===== src/nchar_pkg.sv =====
// package: symbol codes, character kinds and word layout for the n-char word mapper
// assumes: 8-bit symbols with a control flag, four symbols to a word
package nchar_pkg;
  localparam int unsigned SYMS_PER_WORD = 4;                // characters in one link word
  localparam int unsigned SYM_W         = 8;                // bits in one symbol
  localparam logic [7:0]  K_ERROR       = 8'h00;            // k0.0 error symbol
  localparam logic [7:0]  K_EEP         = 8'h1C;            // k28.0 error end of packet
  localparam logic [7:0]  K_EOP         = 8'h5C;            // k28.2 end of packet
  localparam logic [7:0]  K_NULL        = 8'hF7;            // k23.7 pad null
  localparam logic [1:0]  FILL_RESET    = 2'h0;             // symbols gathered after reset

  // character kind as seen by the virtual channel buffers
  typedef enum logic [1:0] {
    CH_DATA = 2'b00,
    CH_EOP  = 2'b01,
    CH_EEP  = 2'b11,
    CH_NULL = 2'b10
  } char_kind_e;

  // one symbol: byte plus control flag
  typedef struct packed {
    logic       is_k;
    logic [7:0] code;
  } sym_s;

  // packer states, two only: fill, then pad
  typedef enum logic [1:0] {
    ST_FILL = 2'b00,
    ST_PAD  = 2'b01
  } pack_state_e;
endpackage


===== src/word_stream_if.sv =====
// interface: a valid/ready stream of four-symbol words between the mapper's parts
// assumes: single clock, word taken when valid and ready are both high
`timescale 1ns/10ps
interface word_stream_if;
  import nchar_pkg::*;
  logic       valid;  // word on data is offered
  logic       ready;  // sink takes the word
  logic [35:0] data;  // four symbols, lowest first on the link
  modport src (output valid, output data, input ready);
  modport snk (input valid, input data, output ready);
endinterface


===== src/word_skid_buffer.sv =====
// two-entry buffer for words; keeps a stalled word instead of dropping it
// assumes: one clock, synchronous active-high reset
`timescale 1ns/10ps
module word_skid_buffer
  import nchar_pkg::*;
#(
  parameter int unsigned WIDTH = 36,
  parameter int unsigned DEPTH = 2
) (
  input  wire logic clk_i,
  input  wire logic rst_i,
  word_stream_if.snk in_s,
  word_stream_if.src out_s
);
  localparam int unsigned AW = $clog2(DEPTH);
  logic [WIDTH-1:0] mem_reg [DEPTH];  // flip-flop storage
  logic [AW-1:0]    wr_reg, wr_next;  // write index
  logic [AW-1:0]    rd_reg, rd_next;  // read index
  logic [AW:0]      cnt_reg, cnt_next; // occupancy
  logic             push, pop;

  // flags come straight from the occupancy count so full and empty stay honest
  assign in_s.ready  = (cnt_reg != (AW+1)'(DEPTH));  // full only at DEPTH entries
  assign out_s.valid = (cnt_reg != '0);
  assign out_s.data  = mem_reg[rd_reg];
  assign push = in_s.valid & in_s.ready;
  assign pop  = out_s.valid & out_s.ready;

  // next pointers and count
  always_comb begin
    wr_next  = push ? ((wr_reg == AW'(DEPTH - 1)) ? '0 : wr_reg + 1'b1) : wr_reg;
    rd_next  = pop  ? ((rd_reg == AW'(DEPTH - 1)) ? '0 : rd_reg + 1'b1) : rd_reg;
    cnt_next = cnt_reg + (AW+1)'(push) - (AW+1)'(pop);
  end

  // register state; storage needs no reset
  always_ff @(posedge clk_i) begin
    if (rst_i) begin
      wr_reg  <= '0;
      rd_reg  <= '0;
      cnt_reg <= '0;
    end else begin
      wr_reg  <= wr_next;
      rd_reg  <= rd_next;
      cnt_reg <= cnt_next;
    end
    if (push) begin
      mem_reg[wr_reg] <= in_s.data;
    end
  end
endmodule // word_skid_buffer


===== src/rx_word_mapper.sv =====
// receive side: passes decoded words on, substituting error words where needed
// assumes: the decoder flags per-symbol errors; one clock
`timescale 1ns/10ps
module rx_word_mapper
  import nchar_pkg::*;
(
  input  wire logic        clk_i,
  input  wire logic        rst_i,
  input  wire logic        valid_i,    // decoded word present
  input  wire logic [35:0] word_i,     // four symbols, {is_k,code} each
  input  wire logic [3:0]  sym_err_i,  // per-symbol decode error
  input  wire logic        sync_ok_i,  // sync state machine ready
  word_stream_if.src       out_s
);
  logic [35:0] word_reg, word_next;   // held output word
  logic        vld_reg, vld_next;     // output valid

  // error symbol repeated four times forms the receive error word
  localparam logic [35:0] ERR_WORD = {4{1'b1, K_ERROR}};

  // substitute the error word, then hold until the unpacker accepts
  always_comb begin
    word_next = word_reg;
    vld_next  = vld_reg & ~out_s.ready;
    if (valid_i && (!vld_reg || out_s.ready)) begin
      vld_next = 1'b1;
      if (!sync_ok_i || (sym_err_i != 4'h0)) begin
        word_next = ERR_WORD;
      end else begin
        word_next = word_i;    // nulls and markers pass untouched
      end
    end
  end

  always_ff @(posedge clk_i) begin
    if (rst_i) begin
      word_reg <= '0;
      vld_reg  <= 1'b0;
    end else begin
      word_reg <= word_next;
      vld_reg  <= vld_next;
    end
  end

  assign out_s.valid = vld_reg;
  assign out_s.data  = word_reg;
endmodule // rx_word_mapper


===== src/nchar_word_symbol_mapper.sv =====
// top: maps characters to four-symbol words for transmit, and words back to characters
// assumes: one 100 MHz clock, synchronous reset, decoder and encoder outside this block
`timescale 1ns/10ps
module nchar_word_symbol_mapper
  import nchar_pkg::*;
(
  input  wire logic        MCLK_I,
  input  wire logic        RST_I,
  // transmit characters from the output virtual_channel_buffer
  input  wire logic        TX_CHAR_VALID_I,  // character offered
  input  wire logic [1:0]  TX_CHAR_KIND_I,   // data, eop, eep, null
  input  wire logic [7:0]  TX_CHAR_DATA_I,   // data byte
  input  wire logic        TX_FLUSH_I,       // no more characters now: pad the word
  output logic             TX_CHAR_READY_O,  // character taken
  // transmit words to the encoder
  output logic             TX_WORD_VALID_O,
  output logic [35:0]      TX_WORD_O,        // symbol 0 in bits 8:0 goes first
  input  wire logic        TX_WORD_READY_I,
  // receive words from the decoder
  input  wire logic        RX_WORD_VALID_I,
  input  wire logic [35:0] RX_WORD_I,
  input  wire logic [3:0]  RX_SYM_ERR_I,     // per-symbol decode error
  input  wire logic        RX_SYNC_READY_I,  // sync state machine in ready
  // receive characters to the input virtual_channel_buffer
  output logic             RX_CHAR_VALID_O,
  output logic [1:0]       RX_CHAR_KIND_O,
  output logic [7:0]       RX_CHAR_DATA_O,
  output logic             RX_CHAR_ERR_O,    // character came from an error word
  input  wire logic        RX_CHAR_READY_I
);
  word_stream_if tx_pack_s ();  // packer to buffer
  word_stream_if tx_buf_s ();   // buffer to output stage
  word_stream_if rx_map_s ();   // receive mapper to unpacker

  // transmit packing state
  pack_state_e  state_reg, state_next;
  logic [1:0]   fill_reg, fill_next;     // symbols gathered in this word
  sym_s [3:0]   acc_reg, acc_next;       // word under construction
  logic         take;
  sym_s         enc_sym;                 // encoded incoming character

  // transmit output stage
  logic         txv_reg, txv_next;
  logic [35:0]  txw_reg, txw_next;

  // receive unpacking
  logic [1:0]   rsel_reg, rsel_next;     // next symbol to hand out
  logic         rxv_reg, rxv_next;
  logic [1:0]   rxk_reg, rxk_next;
  logic [7:0]   rxd_reg, rxd_next;
  logic         rxe_reg, rxe_next;
  sym_s         rx_sym;
  logic         rx_take;

  // character to symbol; only the four legal kinds (data, eop, eep, null) are produced, never k0.0
  always_comb begin
    enc_sym = '{is_k: 1'b0, code: TX_CHAR_DATA_I};
    case (char_kind_e'(TX_CHAR_KIND_I))
      CH_EOP:  enc_sym = '{is_k: 1'b1, code: K_EOP};
      CH_EEP:  enc_sym = '{is_k: 1'b1, code: K_EEP};
      CH_NULL: enc_sym = '{is_k: 1'b1, code: K_NULL}; // caller nulls pass through
      default: enc_sym = '{is_k: 1'b0, code: TX_CHAR_DATA_I};
    endcase
  end

  // packer takes characters only while gathering and the buffer has room
  assign take            = (state_reg == ST_FILL) && TX_CHAR_VALID_I && tx_pack_s.ready;
  assign tx_pack_s.valid = (state_reg == ST_PAD) ||
                           (take && fill_reg == 2'd3);
  assign tx_pack_s.data  = (state_reg == ST_PAD) ? acc_reg :
                           {enc_sym, acc_reg[2:0]};

  // gather four characters; on an end marker or flush pad with one to three nulls
  always_comb begin
    state_next = state_reg;
    fill_next  = fill_reg;
    acc_next   = acc_reg;
    case (state_reg)
      ST_FILL: begin
        if (take) begin
          acc_next[fill_reg] = enc_sym;               // lowest slot first
          fill_next          = fill_reg + 2'd1;       // wraps after four
          // an end marker short of a full word closes it at once
          if (fill_reg != 2'd3 && enc_sym.is_k && enc_sym.code != K_NULL) begin
            state_next = ST_PAD;
            for (int i = 0; i < SYMS_PER_WORD; i++) begin
              if (i > fill_reg) acc_next[i] = '{is_k: 1'b1, code: K_NULL};
            end
          end
        end else if (TX_FLUSH_I && !TX_CHAR_VALID_I && fill_reg != FILL_RESET) begin
          state_next = ST_PAD;                       // a partial word never waits forever
          for (int i = 0; i < SYMS_PER_WORD; i++) begin
            if (i >= fill_reg) acc_next[i] = '{is_k: 1'b1, code: K_NULL};
          end
        end
      end
      ST_PAD: begin
        if (tx_pack_s.ready) begin
          state_next = ST_FILL;
          fill_next  = FILL_RESET;
        end
      end
      default: state_next = ST_FILL;
    endcase
  end

  always_ff @(posedge MCLK_I) begin
    if (RST_I) begin
      state_reg <= ST_FILL;
      fill_reg  <= FILL_RESET;
      acc_reg   <= '0;
    end else begin
      state_reg <= state_next;
      fill_reg  <= fill_next;
      acc_reg   <= acc_next;
    end
  end

  // two-entry buffer so an encoder stall loses no word
  word_skid_buffer #(.WIDTH(36), .DEPTH(2)) u_tx_buf (
    .clk_i (MCLK_I),
    .rst_i (RST_I),
    .in_s  (tx_pack_s),
    .out_s (tx_buf_s)
  );

  // output register keeps the word on a flop until the encoder takes it
  assign tx_buf_s.ready = !txv_reg || TX_WORD_READY_I;
  always_comb begin
    txv_next = txv_reg;
    txw_next = txw_reg;
    if (tx_buf_s.ready) begin
      txv_next = tx_buf_s.valid;
      if (tx_buf_s.valid) txw_next = tx_buf_s.data;
    end
  end

  always_ff @(posedge MCLK_I) begin
    if (RST_I) begin
      txv_reg <= 1'b0;
      txw_reg <= '0;
    end else begin
      txv_reg <= txv_next;
      txw_reg <= txw_next;
    end
  end

  // receive error substitution
  rx_word_mapper u_rx_map (
    .clk_i     (MCLK_I),
    .rst_i     (RST_I),
    .valid_i   (RX_WORD_VALID_I),
    .word_i    (RX_WORD_I),
    .sym_err_i (RX_SYM_ERR_I),
    .sync_ok_i (RX_SYNC_READY_I),
    .out_s     (rx_map_s)
  );

  // unpack one symbol per cycle, lowest first; the word is released after the fourth
  assign rx_sym         = rx_map_s.data[rsel_reg*9 +: 9];
  assign rx_take        = rx_map_s.valid && (!rxv_reg || RX_CHAR_READY_I);
  assign rx_map_s.ready = rx_take && (rsel_reg == 2'd3);

  // symbol to character; markers and nulls are legal in any slot
  always_comb begin
    rsel_next = rsel_reg;
    rxv_next  = rxv_reg & ~RX_CHAR_READY_I;
    rxk_next  = rxk_reg;
    rxd_next  = rxd_reg;
    rxe_next  = rxe_reg;
    if (rx_take) begin
      rsel_next = rsel_reg + 2'd1;
      rxv_next  = 1'b1;
      rxd_next  = rx_sym.code;
      rxe_next  = 1'b0;
      if (!rx_sym.is_k) begin
        rxk_next = CH_DATA;                             // any symbol without the control flag is a data character
      end else begin
        case (rx_sym.code)
          K_EOP:   rxk_next = CH_EOP;
          K_EEP:   rxk_next = CH_EEP;
          K_NULL:  rxk_next = CH_NULL;
          default: begin
            rxk_next = CH_NULL;                         // error symbol: flag it
            rxe_next = 1'b1;
          end
        endcase
      end
    end
  end

  always_ff @(posedge MCLK_I) begin
    if (RST_I) begin
      rsel_reg <= '0;
      rxv_reg  <= 1'b0;
      rxk_reg  <= CH_DATA;
      rxd_reg  <= '0;
      rxe_reg  <= 1'b0;
    end else begin
      rsel_reg <= rsel_next;
      rxv_reg  <= rxv_next;
      rxk_reg  <= rxk_next;
      rxd_reg  <= rxd_next;
      rxe_reg  <= rxe_next;
    end
  end

  // ports driven from flops, except the character ready which is the packer's take
  assign TX_CHAR_READY_O = take;
  assign TX_WORD_VALID_O = txv_reg;
  assign TX_WORD_O       = txw_reg;
  assign RX_CHAR_VALID_O = rxv_reg;
  assign RX_CHAR_KIND_O  = rxk_reg;
  assign RX_CHAR_DATA_O  = rxd_reg;
  assign RX_CHAR_ERR_O   = rxe_reg;
endmodule // nchar_word_symbol_mapper


===== config.mk =====
export PLATFORM = sky130hd
export DESIGN_NAME = nchar_word_symbol_mapper
export DESIGN_NICKNAME = d
export VERILOG_FILES = /design/src/nchar_pkg.sv /design/src/word_stream_if.sv /design/src/word_skid_buffer.sv /design/src/rx_word_mapper.sv /design/src/nchar_word_symbol_mapper.sv
export SDC_FILE = /design/constraint.sdc
export NUM_CORES = 1
export LEC_CHECK = 0
export ABC_AREA = 0
export BUFFER_PORTS_ARGS = -buffer_cell sky130_fd_sc_hd__buf_2
export CAP_MARGIN = 20
export CORE_ASPECT_RATIO = 0.9
export CORE_MARGIN = 4
export CORE_UTILIZATION = 45
export CTS_BUF_LIST = sky130_fd_sc_hd__clkbuf_16
export CTS_CLUSTER_SIZE = 40
export DETAILED_ROUTE_END_ITERATION = 10
export PLACE_DENSITY = 0.65
export SKIP_CTS_REPAIR_TIMING = 1
export SLEW_MARGIN = 0
export SYNTH_ARGS = -nofsm -noshare
export SYNTH_HDL_FRONTEND = slang
export SYNTH_SLANG_ARGS = --single-unit

===== constraint.sdc =====
create_clock -name MCLK_I -period 8.15 [get_ports MCLK_I]
set_clock_uncertainty 0.1 [all_clocks]
set_input_delay 0.815 -clock MCLK_I [delete_from_list [all_inputs] [get_ports MCLK_I]]
set_output_delay 0.815 -clock MCLK_I [all_outputs]
set_load 0.03 [all_outputs]

Word level (Yosys, flattened, before mapping)
Memories as Yosys holds them, arrays and structs flattened. A register that Yosys moved wholly into a read port is not among the register bits.
Index checks and enable logic that the tools add are counted.
{"block": "op_classes", "eq_ne": 16, "shifts": 1, "n_lt_le_gt_ge": 8, "mux": 32, "bitwise": 6, "multipliers": 1, "n_reduce_logical": 38, "add_sub_neg": 6, "div": 0}
{"op": "$mux 36", "count": 4}
{"op": "$mux 9", "count": 7}
{"op": "$bwmux 36", "count": 1}
{"op": "$shiftx 36x7->9", "count": 1}
{"op": "$mux 27", "count": 1}
{"op": "$pmux 9 s3", "count": 1}
{"op": "$demux 9 s2", "count": 1}
{"op": "$reduce_and 3->1", "count": 5}
{"op": "$reduce_bool 2->1", "count": 7}
{"op": "$mux 2", "count": 6}
{"op": "$pmux 2 s2", "count": 3}
{"op": "$logic_and 1x1->1", "count": 11}
{"op": "$eq 2x2->1 const B", "count": 4}
{"op": "$eq 8x5->1 const B", "count": 1}
{"op": "$eq 8x7->1 const B", "count": 1}
{"op": "$eq 8x8->1 const B", "count": 1}
{"op": "$mux 1", "count": 8}
{"op": "$ne 2x2->1 const B", "count": 4}
{"op": "$ne 8x8->1 const B", "count": 1}
{"op": "$mul 2x4->6 const B", "count": 1}
{"op": "$ne 3x2->1 const B", "count": 2}
{"op": "$logic_not 1->1", "count": 5}
{"op": "$logic_or 1x1->1", "count": 5}
{"op": "$add 2x1->2 const B", "count": 2}
{"op": "16 further kinds", "count": 25}
{"block": "totals", "rom_bits": 0, "ram_bits": 72, "latch_bits": 0, "elab_cells": 130, "output_inout_bits": 50, "in_bits": 58, "reg_bits": 96, "n_memories": 1}
{"name": "u_tx_buf.mem_reg", "depth": 2, "width": 36, "rd": 1, "rd_ports_with_merged_regs": 1, "wr": 1, "line": "word_skid_buffer.sv:16", "source": "logic [WIDTH-1:0] mem_reg [DEPTH];"}

Depth between registers and ports, before layout
Gate-level depths: netlist (run 1).
{"block": "logic_depth", "depth_word": 8, "ltp_mapped": 10, "depth_no_buf": 8}

Hierarchy
A second synthesis (run 1) with hierarchy kept.
{"block": "hier_totals", "cells_unflattened": 773, "area_unflattened_um2": 8723.4}
{"module": "nchar_word_symbol_mapper", "cells_each": 458, "seq_area_each_um2": 1801.7, "area_each_um2": 3971.3, "instances": 1}
{"module": "word_skid_buffer", "cells_each": 141, "seq_area_each_um2": 2262.2, "area_each_um2": 2847.7, "instances": 1}
{"module": "rx_word_mapper", "cells_each": 174, "seq_area_each_um2": 740.7, "area_each_um2": 1904.3, "instances": 1}

Least setup slack after synthesis (run 1)
No wires, ideal clock.
{"block": "synth_path", "path_type": "input to register", "from": "input TX_CHAR_VALID_I", "to": "memory u_tx_buf.mem_reg[0][0], enable pin", "path_stages": 3, "slack_ps": 4103, "setup_ps": 474, "t_arrival_ps": 3473, "required_ps": 7576, "n_path_buf": 1, "cell_sequence": "buf_6 -> a21oi_1 -> nor3_1"}
{"block": "synth_between", "elab_chain_len": 7}
{"element": "from (decl)", "line": "nchar_word_symbol_mapper.sv:10", "source": "input wire logic TX_CHAR_VALID_I,"}
{"element": "$logic_and 1x1->1 (2 in series)", "line": "nchar_word_symbol_mapper.sv:67", "source": "assign take = (state_reg == ST_FILL) && TX_CHAR_VALID_I && tx_pack_s.ready;"}
{"element": "$logic_and 1x1->1", "line": "nchar_word_symbol_mapper.sv:69", "source": "(take && fill_reg == 2'd3);"}
{"element": "$logic_or 1x1->1", "line": "nchar_word_symbol_mapper.sv:68", "source": "assign tx_pack_s.valid = (state_reg == ST_PAD) ||"}
{"element": "$and 1x1->1", "line": "word_skid_buffer.sv:26", "source": "assign push = in_s.valid & in_s.ready;"}
{"element": "$mux 1", "line": "word_skid_buffer.sv:47", "source": "if (push) begin"}
{"element": "$mux 1 (not written as such)", "line": "word_skid_buffer.sv:48", "source": "mem_reg[wr_reg] <= in_s.data;"}
{"element": "to (decl)", "line": "word_skid_buffer.sv:16"}
Every way passes these cells.

Worst setup path in the final report (run 1)
{"block": "layout_path", "from": "input TX_CHAR_KIND_I[0]", "to": "register acc_reg[19] (netlist name)"}
{"block": "layout_between", "elab_chain_len": 6, "word_cells_on_any_way": 11, "classes_between": "eq/ne: 4; mux: 5; reduce/logical: 2"}
{"element": "from (decl)", "line": "nchar_word_symbol_mapper.sv:11", "source": "input wire logic [1:0] TX_CHAR_KIND_I,"}
{"element": "$eq 2x2->1 or $eq 2x1->1 (tied branches)", "line": "nchar_word_symbol_mapper.sv:58", "source": "case (char_kind_e'(TX_CHAR_KIND_I))"}
{"element": "$pmux 9 s3 (*)", "line": "nchar_word_symbol_mapper.sv:58"}
{"element": "$ne 8x8->1, or another cell as far along", "line": "nchar_word_symbol_mapper.sv:84", "source": "if (fill_reg != 2'd3 && enc_sym.is_k && enc_sym.code != K_NULL) begin"}
{"element": "$logic_and 1x1->1 or $mux 9 (tied branches)", "line": "nchar_word_symbol_mapper.sv:84, nchar_word_symbol_mapper.sv:87"}
{"element": "$mux 27 (*)", "line": "nchar_word_symbol_mapper.sv:84"}
{"element": "$mux 36 (*)", "line": "nchar_word_symbol_mapper.sv:80", "source": "if (take) begin"}
{"element": "to (signal assigned)", "line": "nchar_word_symbol_mapper.sv:115", "source": "acc_reg <= acc_next;"}
{"element": "to (decl)", "line": "nchar_word_symbol_mapper.sv:38", "source": "sym_s [3:0] acc_reg, acc_next;"}
Every way passes the cells marked *; elsewhere a longest branch is shown, timed or not.
A chain may end at the register's enable or synchronous reset.

==> qor.yml, run 1 <==
rr_worst_depth: 7
cts_root_buf: "clkbuf_16"
routed_wl_mm: 17.4
worst_hold_path.num_cells: 2
crit_type: "in2reg"
min_from: "u_rx_map.out_s.data[21]$_SDFFE_PP0P_"
path_cells: "buf_2, inv_1, ha_1, mux2i_1, a221o_2, o211ai_1, a21oi_1, o21a_1"
drtIter0Drc: 323
grt_pass1_vias: 5484
status: "completed"
r2r-start: "fill_reg[1]$_SDFFE_PP0P_"
total_power_mw: 3.02
ys_seq_elements: 203
cap_viol_max_count: 0
r2r_end: "acc_reg[16]$_SDFFE_PP0P_"
final.fill_count: 1569
cts_tree: "done"
grt_max_degree: 100
synthToLayoutAreaGrowth_pct: 17.2
gr-total-overflow: 0
ff2ff_setup_slack_ps: 5440
numCtsBuffers: 21
start_util_pct: 45.8
ir_worst_vdd_mv: 0.177
power_density_nw_per_um2: 318
slowest_stage: "mux2i_1"
finalNetCount: 889
setup-tns-final_ps: 0
setup_viol: 0
synth_top_area_share_pct: 32.4
required_ps: 8500
yosysSeqAreaShare_pct: 59.1
ant_nets: 0
power_leakage_nw: 3.55
numClockSinks: 203
grt_usage_pct: 17.4
synthFlopType: "dfxtp_1"
crit_arrival_ps: 3190
fp.dieArea_sq_um: 20200
diodes: 0
yosysTopAreaCell: "dfxtp_1"
avgViaCountPerCell: 5.27
largest_register_ffs: 72
portBuffers: 107
min_to: "u_rx_map.out_s.data[21]$_SDFFE_PP0P_"
period_share_pct: 34.9
clk_latency_ps: 500
die_x_um: 149
max_freq_mhz: 352
slew_violations: 0
cp_num_buf_inv: 2
start_kind: "input port"
slowest_delay_ps: 590
die_h_um: 135
avgRoutedWirePerCell_um: 16.2
synthArstFlopShare_pct: 0
syn-cell-area_sq_um: 8100
rsz0062_at_grt: "no"
clk_path_buf_depth: 3
cp-startpoint: "TX_CHAR_KIND_I[0]"
fin_crit_ps: 2840
yosysUniqueCellTypes: 56
rows: 46
routed-via-count: 5652
synth.top_cells.by_count: "dfxtp_1 (131), a21oi_1 (72), edfxtp_1 (72)"
relSlewSlack_pct: 30.7
yosysMostFrequentCell: "dfxtp_1"
grt_antenna_before_repair: 1
tightest_slew_ps: 1040
grt_pass1_wl_mm: 28.6
place.gp.congestion: 0.884
detail_route.first_pass.iterations: 8
io_pins: 108
synth_fp_nets: 801
synth_area_leaders: "dfxtp_1 (32%), edfxtp_1 (27%), mux2i_1 (5.6%), a21oi_1 (4.5%), a211oi_1 (4.1%)"
synth_edf_count: 72
crit_family: "compound AO/OA/AOI/OAI gates"
yosysWarnings: 0
drive_above_1_share_pct: 22.0
finalHoldViolCount: 0
hold_class: "reg2reg"
core_sq_um: 17700
syn_avg_cell_area_sq_um: 11.1
crit_path_end_kind: "register"
cts_max_level: 1
clk_pin_slew_ps: 60
worstPathMaxFanout: 16
syn_inst: 730
dpl.hpwl_mm: 12.1
drc: 0
-- per-stage QoR --
step                cell area (sq um)  hold WS [ps]  setup WS [ps]  util [%]  cells
CTS                              9440           352           5130      53.4   1071
finish                           9490           349           5310      53.7   1073
global route                     9490           372           5120      53.7   1073
detailed placement               8800           342           4900      49.8   1033
global placement                 8760           336           5050      49.6   1031
floorplan                        8100           322           4100         -    730
-- tightest hold or removal path: cells and delay by family (launching register included) --
kind	cells	cell delay, ps
AOI/OAI and AO/OA	1	50
DFF	1	300
and+or+nand+nor	1	50
-- cells in the final DEF, fill, tap and decap left out, drive strengths merged, types with 2 or more instances in the layout --
master | netlist | routed
a211oi | 44 | 44
a21o | 2 | 2
a21oi | 72 | 72
a221oi | 8 | 8
a22o | 2 | 2
a22oi | 2 | 2
and2 | 9 | 9
buf | 18 | 114
clkbuf | 31 | 22
clkinv | 0 | 11
dfxtp | 131 | 131
edfxtp | 72 | 72
ha | 13 | 13
inv | 22 | 26
mux2 | 11 | 11
mux2i | 45 | 45
mux4 | 9 | 9
nand2 | 67 | 67
nand2b | 6 | 6
nand3 | 39 | 39
nand4 | 3 | 3
nand4b | 2 | 2
nor2 | 66 | 66
nor2b | 7 | 7
nor3 | 10 | 10
nor4 | 2 | 2
o211ai | 2 | 2
o21a | 10 | 10
o21ai | 7 | 7
xnor2 | 4 | 4
-- cells by family (layout without fill, tap and decap cells) --
kind of cell | Yosys count | after routing | synth area share, %
xor gates and xnor gates | 5 | 5 | 0.541
AOI/OAI and AO/OA | 154 | 154 | 12.6
adders and majority gates | 13 | 13 | 2.01
buffers and inverters | 72 | 175 | 3.66
muxes | 65 | 65 | 9.60
and+or+nand+nor | 218 | 218 | 12.5
DFF | 203 | 203 | 59.1
-- routing by layer --
layer / vias up / track usage, % / part of all wire (%)
met5: - / 0 / 0.075
met4: 2 / 4.78 / 2.6
met3: 42 / 3.38 / 5.4
met2: 154 / 27.7 / 46
met1: 2646 / 24.5 / 46
li1: 2808 / - / -
-- report_power, final --
part	switching [mW]	internal [mW]	leakage (nW)	total, mW
Combinational	0.502	0.286	1.48	0.788
Sequential	0.109	1.24	1.74	1.35
Clock	0.380	0.502	0.327	0.881
-- area by class of cell --
class	instances	area, sq um	share of cell area [%]
repair buffers	115	668	7.04
well taps	240	300	3.16
multi-input cells	455	3020	31.8
clock inverters	17	108	1.13
flip-flops and latches	203	4790	50.4
clock buffers	21	526	5.54
inverters	22	82.6	0.870
-- worst max-delay path by stage --
stage	end	slack, ps	depth (start not counted)
2_1_floorplan	u_tx_buf.mem_reg[0][0]$_DFFE_PP_	4100	3
3_3_place_gp	acc_reg[26]$_SDFFE_PP0P_	5050	8
3_5_place_dp	acc_reg[19]$_SDFFE_PP0P_	4900	8
4_1_cts	u_rx_map.out_s.data[8]$_SDFFE_PP0P_	5130	6
5_1_grt	acc_reg[19]$_SDFFE_PP0P_	5120	8
6_report	acc_reg[19]$_SDFFE_PP0P_	5310	8
(Power assumes the default switching activity.)
==> run 2: changes to the inputs <==
Clock period 8.15 ns to 2.9 ns, I/O delays scaled along.
==> run 2 against run 1 <==
The flow now finishes with violations (negative hold slack). Combinational power grew to 2.9 times the previous value. Die area stayed put. Routed wire length rose by 4.1%. Power rose to 2.9 times the previous value. Sequential power rose to 2.8 times the previous value. Setup slack got worse by 4700 ps. First-iteration DRC count up 11%. Via count grew 4.9%. Critical path depth down 1. Clock power rose to 3.1 times the previous value. Critical path type is now reg2reg. Largest cell class unchanged.
==> qor.yml, run 2 (synthesis gave the netlist of run 1 again) <==
multi_input_area_sq_um: 3030  # was 3020 sq um
synthToLayoutAreaGrowth_pct: 22.7  # was 17.2%
clk_pin_slew_ps: 60  # about the same
required_ps: 3220  # was 8500 ps
tightest_slew_ps: 719  # was 1040 ps
die_h_um: 135  # unchanged
rows: 46  # unchanged
largest_register_ffs: 72  # unchanged
place.gp.congestion: 0.929  # was 0.884
fin_crit_ps: 2260
power_switching_mw: 2.85  # was 991 uW
avgRoutedWirePerCell_um: 16.3  # was 16.2 um
violations: "negative hold slack"
worstPathMaxFanout: 8  # was 16
clkPwrFrac_pct: 31.0  # was 29.2%
cts_max_level: 1  # unchanged
final.fill_count: 1503  # was 1569
crit_arrival_ps: 2580  # was 3190 ps
final_cell_mix: "dfxtp_1 (130), buf_2 (106), a21oi_1 (72), edfxtp_1 (72), nand2_1 (67)"  # unchanged
hold_slack_ps: -17.5  # was 349 ps
io_pins: 108  # unchanged
power_density_nw_per_um2: 887  # was 318 nW/um^2
drc: 0  # unchanged
numCtsBuffers: 22  # was 21
p_int_mw: 5.97  # was 2.03 mW
status: "finished with violations"  # was completed
detail_route.first_pass.iterations: 5  # was 8
period_share_pct: 77.8
seq_area_sq_um: 4790  # unchanged
grt_pass1_vias: 5678  # was 5484
setup-tns-final_ps: 0  # unchanged
diodes: 0  # unchanged
drtIter0Drc: 359  # was 323
cts_tree: "done"  # unchanged
comb_power_share_pct: 25.9  # was 26.1%
grt_max_degree: 74  # was 100
switching_share_pct: 32.3  # was 32.8%
grt_util_met1_pct: 23.9  # was 24.5%
start_util_pct: 45.8  # unchanged
portBuffers: 107  # unchanged
finalHoldViolCount: 1  # was 0
rsz0062_at_grt: "no"  # unchanged
seqPwrFrac_pct: 43.1  # was 44.8%
grt.met2_usage_pct: 27.5  # was 27.7%
avgViaCountPerCell: 5.31  # was 5.27
clk_latency_ps: 490  # was 500 ps
die_x_um: 149  # unchanged
relSlewSlack_pct: 52.1  # was 30.7%
slew_violations: 0  # unchanged
core_sq_um: 17700  # unchanged
grt_antenna_before_repair: 1  # unchanged
busiest_layer: "met2"  # unchanged
crit_path_end_kind: "register"  # unchanged
drive_above_1_share_pct: 21.9  # was 22.0%
ir_worst_vdd_mv: 0.435  # was 0.177 mV
start_kind: "register"  # was input port
groute.layer.met3.usage_pct: 3.31  # was 3.38%
fp.dieArea_sq_um: 20200  # unchanged
power_leakage_nw: 3.75  # was 3.55 nW
final_common_cell: "dfxtp_1"  # unchanged
dp_cells: 1042  # was 1033
routed_wl_mm: 18.2  # was 17.4 mm
cts_root_buf: "clkbuf_16"  # unchanged
grt_usage_pct: 17.3  # was 17.4%
routed-via-count: 5927  # was 5652
cap_viol_max_count: 0  # unchanged
dpl.hpwl_mm: 12.2  # was 12.1 mm
finalNetCount: 932  # was 889
crit_type: "reg2reg"  # was in2reg
ant_nets: 0  # unchanged
gr-total-overflow: 0  # unchanged
grt_pass1_wl_mm: 28.6  # about the same
max_freq_mhz: 443
stdcell_count: 1117  # was 1073
hold_class: "in2reg"  # was reg2reg
clk_path_buf_depth: 3  # unchanged
setup_viol: 0  # unchanged
numClockSinks: 203  # unchanged
## run 2: worst paths after layout
check | start | to | slack, ps | depth (start not counted)
setup / recovery | fill_reg[1]$_SDFFE_PP0P_ | acc_reg[32]$_SDFFE_PP0P_ | 640 | 7
hold / removal | RX_WORD_I[26] | u_rx_map.out_s.data[26]$_SDFFE_PP0P_ | -20 | 3
setup reg to reg | fill_reg[1]$_SDFFE_PP0P_ | acc_reg[32]$_SDFFE_PP0P_ | 640 | 7
hold reg to reg | u_rx_map.out_s.data[27]$_SDFFE_PP0P_ | u_rx_map.out_s.data[27]$_SDFFE_PP0P_ | 350 | 2
## run 2: area by class of cell
class,instances,area share (%)
sequential,203,48.2
timing repair buffer,157,10.3
multi-input combinational,455,30.5
inverter,22,0.831
clock inverter,17,1.40
clock buffer,23,5.79
tap,240,3.02
## run 2: critical path, cell delays in order, from the launching register on
cell     delay [ps]
dfxtp_1         400
inv_1           150
ha_1            250
nor2_1          110
a22o_2          180
and3_1          470
mux2_2          390
a21oi_1         130
## run 2: power by group through the flow
stage | Clock [mW] | Sequential [mW] | Combinational (mW)
after detailed placement | 0 | 3.86 | 2.26
final | 2.73 | 3.80 | 2.28
after CTS | 2.78 | 3.80 | 2.27
after floorplan | 0 | 4.17 | 1.29
after global placement | 0 | 3.83 | 2.20
after global routing | 2.91 | 3.85 | 2.51
## run 2: per-layer routing
layer  vias to the layer above  wire [um]
met4                         2        497
met1                      2828       8230
met3                        44        937
met5                         -         13
met2                       161       8480
li1                       2892          -
## run 2: stage by stage
stage	power, mW	hold slack (ps)	setup WS (ps)	util [%]	instance area [sq um]
4_1_cts	8.85	-67.4	664	54.2	9590
2_1_floorplan	5.47	319	263	-	8100
3_5_place_dp	6.12	342	309	50.2	8870
6_report	8.81	-17.5	643	56.2	9940
3_3_place_gp	6.03	336	398	50.2	8870
5_1_grt	9.28	24.6	436	56.2	9940
